==> src/design/risc_alu_pkg.sv <==
package risc_alu_pkg;

  // Instruction word geometry; bit 0 of the printed layout is the MSB
  localparam int WORD_W      = 32;
  localparam int IDX_W       = 5;
  localparam int REG_COUNT   = 32;
  localparam int IMM_W       = 16;
  localparam int OPC_HI      = 31;
  localparam int OPC_LO      = 26;
  localparam int DST_HI      = 25;
  localparam int DST_LO      = 21;
  localparam int SRCA_HI     = 20;
  localparam int SRCA_LO     = 16;
  localparam int SRCB_HI     = 15;
  localparam int SRCB_LO     = 11;
  localparam int FUNC_HI     = 10;
  localparam int IMM_HI      = 15;
  localparam int SHAMT_HI    = 4;
  // Barrel selector bits inside the function field
  localparam int BARREL_LEFT_POS  = 10;
  localparam int BARREL_ARITH_POS = 9;

  // Carry flag: status bit 29 in MSB-first numbering
  localparam int CARRY_BIT_MSB0 = 29;
  localparam int CARRY_POS      = WORD_W - 1 - CARRY_BIT_MSB0;
  localparam logic [WORD_W-1:0] STATUS_RESET = 32'h0000_0000;

  // Major opcodes
  localparam logic [5:0] OPC_SUM_FAMILY_HI2 = 6'h00;
  localparam logic [5:0] OPC_PRODUCT_REG    = 6'h10;
  localparam logic [5:0] OPC_BARREL_REG     = 6'h11;
  localparam logic [5:0] OPC_PRODUCT_IMM    = 6'h18;
  localparam logic [5:0] OPC_BARREL_IMM     = 6'h19;
  localparam logic [5:0] OPC_OR             = 6'h20;
  localparam logic [5:0] OPC_AND            = 6'h21;
  localparam logic [5:0] OPC_XOR            = 6'h22;
  localparam logic [5:0] OPC_AND_WITH_INV   = 6'h23;
  localparam logic [5:0] OPC_ONE_BIT        = 6'h24;
  // Upper-half prefix opcode, value arbitrary
  localparam logic [5:0] OPC_PREFIX_DEFAULT = 6'h3e;

  // Function codes of the one-bit right shifts (low 16 bits of the word)
  localparam logic [IMM_W-1:0] FN_ONE_RIGHT_ARITH   = 16'h0001;
  localparam logic [IMM_W-1:0] FN_ONE_RIGHT_CARRY   = 16'h0021;
  localparam logic [IMM_W-1:0] FN_ONE_RIGHT_LOGICAL = 16'h0041;

  typedef enum logic [2:0] {
    SH_RIGHT_LOGICAL   = 3'b000,
    SH_RIGHT_ARITH     = 3'b001,
    SH_LEFT            = 3'b010,
    SH_ONE_ARITH       = 3'b100,
    SH_ONE_CARRY       = 3'b101,
    SH_ONE_LOGICAL     = 3'b110
  } shift_mode_t;

  typedef struct packed {
    logic              valid;
    logic [IDX_W-1:0]  idx;
    logic [WORD_W-1:0] data;
  } writeback_t;

endpackage

==> src/design/risc_shift_unit.sv <==
`timescale 1ns/100ps
module risc_shift_unit
  import risc_alu_pkg::*;
(
  input  wire logic [WORD_W-1:0]   i_value,
  input  wire logic [SHAMT_HI:0]   i_amount,
  input  wire shift_mode_t         i_mode,
  input  wire logic                i_carry,
  output logic      [WORD_W-1:0]   o_result,
  output logic                     o_carry
);

  always_comb begin
    o_result = i_value;
    o_carry  = i_carry;
    case (i_mode)
      SH_RIGHT_LOGICAL: begin
        o_result = i_value >> i_amount;
      end
      SH_RIGHT_ARITH: begin
        o_result = WORD_W'($signed(i_value) >>> i_amount);
      end
      SH_LEFT: begin
        o_result = i_value << i_amount;
      end
      SH_ONE_ARITH: begin
        o_result = {i_value[WORD_W-1], i_value[WORD_W-1:1]};
        o_carry  = i_value[0];
      end
      SH_ONE_CARRY: begin
        o_result = {i_carry, i_value[WORD_W-1:1]};
        o_carry  = i_value[0];
      end
      SH_ONE_LOGICAL: begin
        o_result = {1'b0, i_value[WORD_W-1:1]};
        o_carry  = i_value[0];
      end
      default: begin
        o_result = i_value;
        o_carry  = i_carry;
      end
    endcase
  end

endmodule

==> src/design/risc_alu_decode.sv <==
// Operation
// [RULE_01] Words are 32 bits, two formats; opcode in bits 0-5, bit 0 MSB.
// [RULE_02] Register format: destination 6-10, first source 11-15, second 16-20.
// [RULE_03] Immediate format: one source, one destination, 16-bit immediate in bits 16-31.
// [RULE_04] A prefix just before an immediate form supplies the upper immediate half.
// [RULE_05] Thirty-two 32-bit registers, each reachable through a 5-bit index.
// [RULE_06] Without prefix the 16-bit immediate is sign extended to 32 bits.
// [RULE_07] Reverse subtract writes second source plus inverted first plus one.
// [RULE_08] Reverse subtract with carry adds the status carry instead of one.
// [RULE_09] Sum forms add both operands, carry variants add the carry flag too.
// [RULE_10] Immediate reverse subtract uses the extended immediate as second operand.
// [RULE_11] Register barrel shift picks right logical, right arithmetic or left.
// [RULE_12] Immediate barrel shift uses same selectors, amount from low immediate bits.
// [RULE_13] Logical ops: OR, AND, XOR, and AND with inverted second source.
// [RULE_14] One-bit arithmetic right shift keeps sign, shifted-out bit into carry.
// [RULE_15] One-bit right shift through carry: old carry enters the top.
// [RULE_16] One-bit logical right shift fills zero, shifted-out bit into carry.
// [RULE_17] Multiply writes the low 32 bits of the product.
// [RULE_18] Sum and reverse forms update carry unless they hold it.
`timescale 1ns/100ps
module risc_alu_decode
  import risc_alu_pkg::*;
#(
  parameter int               DATA_W        = WORD_W,
  parameter int               NUM_REGS      = REG_COUNT,
  parameter logic [5:0]       PREFIX_OPCODE = OPC_PREFIX_DEFAULT
)
(
  input  wire logic                i_clk,
  input  wire logic                i_rst_n,
  input  wire logic                i_instr_valid,
  input  wire logic [WORD_W-1:0]   i_instr,
  output writeback_t               o_writeback,
  output logic      [WORD_W-1:0]   o_status,
  output logic                     o_carry,
  output logic                     o_prefix_pending,
  output logic                     o_unhandled
);

  ////////////////////////////////////////////////////////////////////////////
  // Elaboration checks

  if (DATA_W != WORD_W) begin : g_chk_width
    $error("risc_alu_decode: only a 32-bit datapath is supported");
  end
  if (NUM_REGS != REG_COUNT) begin : g_chk_regs
    $error("risc_alu_decode: register file must hold 32 entries");
  end

  ////////////////////////////////////////////////////////////////////////////
  // State

  typedef struct packed {
    logic [REG_COUNT-1:0][WORD_W-1:0] gpr;
    logic [IMM_W-1:0]                 prefix_hi;
    logic                             prefix_live;
    logic [WORD_W-1:0]                status;
    writeback_t                       wb;
    logic                             unhandled;
  } core_state_t;

  core_state_t q;
  core_state_t d;

  ////////////////////////////////////////////////////////////////////////////
  // Field extraction

  logic [5:0]        opcode;
  logic [IDX_W-1:0]  dst_idx;
  logic [IDX_W-1:0]  srca_idx;
  logic [IDX_W-1:0]  srcb_idx;
  logic [FUNC_HI:0]  func;
  logic [IMM_W-1:0]  imm;
  logic              imm_form;

  assign opcode   = i_instr[OPC_HI:OPC_LO];                  // [RULE_01]
  assign dst_idx  = i_instr[DST_HI:DST_LO];                  // [RULE_02]
  assign srca_idx = i_instr[SRCA_HI:SRCA_LO];                // [RULE_02]
  assign srcb_idx = i_instr[SRCB_HI:SRCB_LO];                // [RULE_02]
  assign func     = i_instr[FUNC_HI:0];                      // [RULE_02]
  assign imm      = i_instr[IMM_HI:0];                       // [RULE_03]
  // Third opcode bit from the top marks the immediate format
  assign imm_form = opcode[3];                               // [RULE_01]

  ////////////////////////////////////////////////////////////////////////////
  // Operands

  logic [WORD_W-1:0] first_source_reg;
  logic [WORD_W-1:0] second_source_reg;
  logic [WORD_W-1:0] imm_full;
  logic [WORD_W-1:0] operand_b;
  logic              carry_now;

  assign first_source_reg  = q.gpr[srca_idx];                // [RULE_05]
  assign second_source_reg = q.gpr[srcb_idx];                // [RULE_05]
  assign carry_now         = q.status[CARRY_POS];            // [RULE_08]

  always_comb begin
    if (q.prefix_live) begin
      imm_full = {q.prefix_hi, imm};                         // [RULE_04]
    end else begin
      imm_full = {{(WORD_W-IMM_W){imm[IMM_W-1]}}, imm};      // [RULE_06]
    end
  end

  assign operand_b = imm_form ? imm_full : second_source_reg;  // [RULE_03]

  ////////////////////////////////////////////////////////////////////////////
  // Sum and reverse subtract

  logic              is_reverse;
  logic              use_carry;
  logic              hold_carry;
  logic [WORD_W-1:0] addend_a;
  logic              carry_in;
  logic [WORD_W:0]   sum_full;

  assign is_reverse = opcode[0];
  assign use_carry  = opcode[1];
  assign hold_carry = opcode[2];

  // Reverse forms invert the first source; "+1" enters as the carry in
  assign addend_a = is_reverse ? ~first_source_reg : first_source_reg;   // [RULE_07]
  always_comb begin
    if (use_carry) begin
      carry_in = carry_now;                                  // [RULE_08] [RULE_09]
    end else begin
      carry_in = is_reverse;                                 // [RULE_07] [RULE_10]
    end
  end

  assign sum_full = {1'b0, operand_b} + {1'b0, addend_a}
                  + {{WORD_W{1'b0}}, carry_in};              // [RULE_09] [RULE_10]

  ////////////////////////////////////////////////////////////////////////////
  // Multiply

  logic [2*WORD_W-1:0] product_full;
  logic [WORD_W-1:0]   product_low;

  assign product_full = first_source_reg * operand_b;
  assign product_low  = product_full[WORD_W-1:0];            // [RULE_17]

  ////////////////////////////////////////////////////////////////////////////
  // Shifts

  shift_mode_t       shift_mode;
  logic [SHAMT_HI:0] shift_amount;
  logic [WORD_W-1:0] shift_result;
  logic              shift_carry;
  logic              barrel_ok;

  always_comb begin
    shift_mode   = SH_RIGHT_LOGICAL;
    shift_amount = imm_form ? imm[SHAMT_HI:0]
                            : second_source_reg[SHAMT_HI:0]; // [RULE_11] [RULE_12]
    barrel_ok    = 1'b0;
    if (opcode == OPC_ONE_BIT) begin
      shift_amount = 5'h01;
      if (imm == FN_ONE_RIGHT_ARITH) begin
        shift_mode = SH_ONE_ARITH;                           // [RULE_14]
      end else if (imm == FN_ONE_RIGHT_CARRY) begin
        shift_mode = SH_ONE_CARRY;                           // [RULE_15]
      end else begin
        shift_mode = SH_ONE_LOGICAL;                         // [RULE_16]
      end
    end else begin
      // Both selector bits set is not a defined shift
      if (func[BARREL_LEFT_POS] && !func[BARREL_ARITH_POS]) begin
        shift_mode = SH_LEFT;                                // [RULE_11] [RULE_12]
      end else if (func[BARREL_ARITH_POS] && !func[BARREL_LEFT_POS]) begin
        shift_mode = SH_RIGHT_ARITH;                         // [RULE_11] [RULE_12]
      end else begin
        shift_mode = SH_RIGHT_LOGICAL;                       // [RULE_11] [RULE_12]
      end
      if (imm_form) begin
        barrel_ok = (imm[IMM_HI:BARREL_LEFT_POS+1] == 5'h00)
                  && (imm[BARREL_ARITH_POS-1:SHAMT_HI+1] == 4'h0)
                  && !(func[BARREL_LEFT_POS] && func[BARREL_ARITH_POS]);
      end else begin
        barrel_ok = (func[BARREL_ARITH_POS-1:0] == 9'h000)
                  && !(func[BARREL_LEFT_POS] && func[BARREL_ARITH_POS]);
      end
    end
  end

  risc_shift_unit u_shift (
    .i_value  (first_source_reg),
    .i_amount (shift_amount),
    .i_mode   (shift_mode),
    .i_carry  (carry_now),
    .o_result (shift_result),
    .o_carry  (shift_carry)
  );

  ////////////////////////////////////////////////////////////////////////////
  // Decode and execute

  logic              do_write;
  logic [WORD_W-1:0] result;
  logic              carry_update;
  logic              carry_next;
  logic              bad_op;
  logic              is_prefix;

  always_comb begin
    do_write     = 1'b0;
    result       = '0;
    carry_update = 1'b0;
    carry_next   = carry_now;
    bad_op       = 1'b0;
    is_prefix    = 1'b0;
    if (opcode == PREFIX_OPCODE) begin
      is_prefix = 1'b1;                                      // [RULE_04]
    end else if (opcode[5:4] == OPC_SUM_FAMILY_HI2[5:4]) begin
      do_write     = 1'b1;
      result       = sum_full[WORD_W-1:0];                   // [RULE_07] [RULE_09]
      carry_update = !hold_carry;                            // [RULE_18]
      carry_next   = sum_full[WORD_W];                       // [RULE_18]
    end else if (opcode == OPC_PRODUCT_REG) begin
      do_write = (func == 11'h000);
      result   = product_low;                                // [RULE_17]
      bad_op   = (func != 11'h000);
    end else if (opcode == OPC_PRODUCT_IMM) begin
      do_write = 1'b1;
      result   = product_low;                                // [RULE_17]
    end else if (opcode == OPC_BARREL_REG || opcode == OPC_BARREL_IMM) begin
      do_write = barrel_ok;
      result   = shift_result;                               // [RULE_11] [RULE_12]
      bad_op   = !barrel_ok;
    end else if (opcode == OPC_OR) begin
      do_write = 1'b1;
      result   = first_source_reg | second_source_reg;       // [RULE_13]
    end else if (opcode == OPC_AND) begin
      do_write = 1'b1;
      result   = first_source_reg & second_source_reg;       // [RULE_13]
    end else if (opcode == OPC_XOR) begin
      do_write = 1'b1;
      result   = first_source_reg ^ second_source_reg;       // [RULE_13]
    end else if (opcode == OPC_AND_WITH_INV) begin
      do_write = 1'b1;
      result   = first_source_reg & ~second_source_reg;      // [RULE_13]
    end else if (opcode == OPC_ONE_BIT &&
                 (imm == FN_ONE_RIGHT_ARITH || imm == FN_ONE_RIGHT_CARRY ||
                  imm == FN_ONE_RIGHT_LOGICAL)) begin
      do_write     = 1'b1;
      result       = shift_result;                           // [RULE_14] [RULE_15] [RULE_16]
      carry_update = 1'b1;
      carry_next   = shift_carry;                            // [RULE_14] [RULE_15] [RULE_16]
    end else begin
      bad_op = 1'b1;
    end
  end

  ////////////////////////////////////////////////////////////////////////////
  // Next state

  always_comb begin
    d              = q;
    d.wb.valid     = 1'b0;
    d.unhandled    = 1'b0;
    if (i_instr_valid) begin
      // A prefix lives for exactly the next instruction
      d.prefix_live = is_prefix;                             // [RULE_04]
      if (is_prefix) begin
        d.prefix_hi = imm;                                   // [RULE_04]
      end
      if (do_write) begin
        d.gpr[dst_idx] = result;                             // [RULE_05]
        d.wb.valid     = 1'b1;
        d.wb.idx       = dst_idx;
        d.wb.data      = result;
      end
      if (carry_update) begin
        d.status[CARRY_POS] = carry_next;                    // [RULE_18]
      end
      d.unhandled = bad_op;
    end
  end

  always_ff @(posedge i_clk or negedge i_rst_n) begin
    if (!i_rst_n) begin
      q.gpr         <= '0;
      q.prefix_hi   <= 16'h0000;
      q.prefix_live <= 1'b0;
      q.status      <= STATUS_RESET;
      q.wb          <= '0;
      q.unhandled   <= 1'b0;
    end else begin
      q <= d;
    end
  end

  ////////////////////////////////////////////////////////////////////////////
  // Outputs

  assign o_writeback      = q.wb;
  assign o_status         = q.status;
  assign o_carry          = q.status[CARRY_POS];
  assign o_prefix_pending = q.prefix_live;
  assign o_unhandled      = q.unhandled;

endmodule

==> config.mk <==
export PLATFORM = sky130hd
export DESIGN_NAME = risc_alu_decode
export DESIGN_NICKNAME = d
export VERILOG_FILES = /design/src/design/risc_alu_pkg.sv /design/src/design/risc_shift_unit.sv /design/src/design/risc_alu_decode.sv
export SDC_FILE = /design/constraint.sdc
export NUM_CORES = 2
export LEC_CHECK = 0
export BUFFER_PORTS_ARGS = -buffer_cell sky130_fd_sc_hd__clkbuf_2
export CAP_MARGIN = 20
export CORE_MARGIN = 4
export CORE_UTILIZATION = 65
export DETAILED_ROUTE_END_ITERATION = 10
export GPL_ROUTABILITY_DRIVEN = 0
export PLACE_DENSITY_LB_ADDON = 0.08
export SYNTH_ARGS = -nofsm -noshare
export SYNTH_HDL_FRONTEND = slang
export SYNTH_HIERARCHICAL = 1
export SYNTH_SLANG_ARGS = --single-unit
==> constraint.sdc <==
create_clock -name i_clk -period 20.2 [get_ports i_clk]
set_input_delay 4.04 -clock i_clk [delete_from_list [all_inputs] [get_ports i_clk]]
set_output_delay 4.04 -clock i_clk [all_outputs]
set_load 0.01 [all_outputs]
==> results.yml <==
power:
  power_density_nw_per_um2: 74.7
  peakVddDrop_uv: 76.0
  cellLeakagePower_nw: 37.9
finish:
  seqCellArea_sq_um: 27100
  drive_above_1_share: 0.172
  area_growth_pct: 6.16
  fin_cells: 9322
  nFillCells: 9146
  multiInputGateArea_sq_um: 48400
  final_nets: 8300
drt:
  num_vias: 66000
  ant_nets: 0
  wl_per_cell_um: 30.7
  viasPerCell: 7.09
  drt_iter0_drc: 9630
  post-route-drc-count: 1
  wl_um: 286000
  drtPass1Iterations: 11
setup_path:
  timing.rr.start: "q[956]"
  cp.depth: 36
  cpLargestDelayFamily: "adder cells"
  critPathMaxStageDelay_ps: 680
  end_kind: "flop"
  start_kind: "input port"
  ff2ff_setup_slack_ps: 9740
  cp_slowest_cell: "mux2i_1"
  arrival_ps: 15290
  timing.critical_path.to: "q[279]"
  critPathMaxFanout: 33
  critPathBufInv: 11
  r2r_cells: 32
  critPathRequiredTime_ps: 20810
  reg2reg_to: "q[279]"
  critPathKind: "input port to flop"
  startpoint: "i_instr[15]"
sta:
  setup_violations: 0
  tightest_slew_ps: 1490
  fin_skew_ps: 43.8
  rsz0062_at_grt: "no"
  layout_setup_ws_ps: 5520
  period_minus_slack_ps: 14680
  hold_viol: 0
  fmax_ghz: 0.0681
  min_period_over_period: 0.727
  maxSlewViolCount: 0
  tns_ps: 0
  maxSlewHeadroom: 0.00711
synth:
  ys_async_sr_fraction: 1.00
  syn-cell-area_sq_um: 80600
  netlist_instances: 7920
  syn_area_per_cell_sq_um: 10.2
  synthTopCellsByCount: "nand2_1, dfrtp_1, o21ai_0"
  yosysTopAreaCell: "dfrtp_1"
  synth.most_common_cell: "nand2_1"
  synth_edf_count: 0
  ys_types: 97
  ys_warn_count: 6
  ys.flop_type: "dfrtp_1"
  seq_area_frac_synth: 0.336
  synth_top_area_frac: 0.336
  synth.area.top_cells: "dfrtp_1, mux4_2, fa_1"
  synth_seq_cells: 1081
floorplan:
  dieWidth_um: 360
  io_pins: 108
  core_sq_um: 123000
  rows: 128
  start_util: 0.658
  die-area_sq_um: 130000
  die_y_um: 360
cts:
  cts_setup_buffers: 0
  cts_buffers: 110
  tritoncts: "built"
  clkTransAtPathRegs_ps: 60
  post_cts_resized: 0
  clk_path_buf_depth: 3
  cts_root_buffer: "clkbuf_16"
  cts_hold_buffers: 0
  cts_sinks: 1081
  worstSkewPairLatency_ps: 760
  ctsHtreeMaxLevel: 3
global_route:
  grt_pass1_wl_um: 427000
  grt_pass1_vias: 65600
  antenna_found_initial: 15
  overflow: 0
  grt_usage: 0.444
  grt_max_degree: 162
place:
  io_buffer_count: 76
  place_hpwl_um: 181000
  place_inst: 9111
  pre_cts_ws_ps: 5100
min_path:
  worstHoldStart: "o_writeback[36]"
  hp-class: "flop to flop"
flow_run:
  cap_violations: 0
run_status:
  status: "complete, but fails checks"
  failed_checks: "design-rule violations"
state kept, by name, summed over array words and instances, names as in the netlist:
register and flops:
o_status 1, o_writeback 38, o_unhandled 1, o_prefix_pending 1
q 1040
placed cells by master (no fill, tap or decap), types with 192 or more instances in the layout:
| cell | synthesis | final |
|---|---|---|
| a21oi_1 | 203 | 192 |
| buf_4 | 95 | 208 |
| dfrtp_1 | 1081 | 1081 |
| fa_1 | 410 | 410 |
| ha_1 | 250 | 250 |
| inv_1 | 538 | 535 |
| mux4_2 | 622 | 622 |
| nand2_1 | 1384 | 1351 |
| nor2_1 | 542 | 535 |
| o21ai_0 | 1039 | 1034 |
through the flow:
stage / area, sq um / hold WS, ps / util / total power [mW]
final: 85500 / 475 / 0.698 / 6.39
after global routing: 85500 / 508 / 0.698 / 6.63
after CTS: 85400 / 479 / 0.697 / 6.32
after detailed placement: 81700 / 464 / 0.667 / 4.22
after global placement: 81700 / 461 / 0.667 / 4.18
after floorplan: 80700 / 447 / - / 3.64
cells by family (layout without fill, tap and decap cells):
logic type | after synthesis | count (layout) | synth area share
and+or+nand+nor | 2193 | 2193 | 0.110
AOI/OAI and AO/OA | 1658 | 1658 | 0.118
buffers and inverters | 1308 | 1050 | 0.0712
DFF | 1081 | 1081 | 0.336
muxes | 886 | 886 | 0.209
adders and majority gates | 660 | 660 | 0.141
xor gates and xnor gates | 133 | 133 | 0.0153
other | 1 | 36 | 0.0000465
where the power goes:
part / internal (mW) / switching (mW)
clock: 1.21 / 0.907
sequential: 2.32 / 0.131
combinational: 0.685 / 1.13
worst min-delay path by stage:
stage	end	slack [ps]	cells past startpoint
after global routing	o_writeback[34]	510	2
after detailed placement	o_writeback[36]	460	2
after global placement	o_writeback[33]	460	2
after floorplan	o_writeback[32]	450	2
after CTS	o_writeback[36]	480	2
final	o_writeback[36]	470	2
metal layers:
metal | up-vias | share of wire | wire [um] | GRT usage
met5 | - | 0.00046 | 131 | 0
met4 | 12 | 0.081 | 23300 | 0.281
met3 | 1392 | 0.15 | 41700 | 0.163
met2 | 4939 | 0.43 | 123000 | 0.643
met1 | 33000 | 0.34 | 98400 | 0.570
li1 | 26800 | - | - | -
cell type report:
type,instances,share of cell area
antenna,5,0.000146
clock buffer,162,0.0380
clock inverter,37,0.00513
inverter,557,0.0245
multi-input combinational,5561,0.566
sequential,1081,0.316
tap,1625,0.0238
timing repair buffer,294,0.0258
worst min-delay path, cell delays in order, from the launching register on:
cell and delay [ps]:
dfrtp_1 340, nand2_1 50, nand2_1 50
Power figures use the tool's default switching activity.
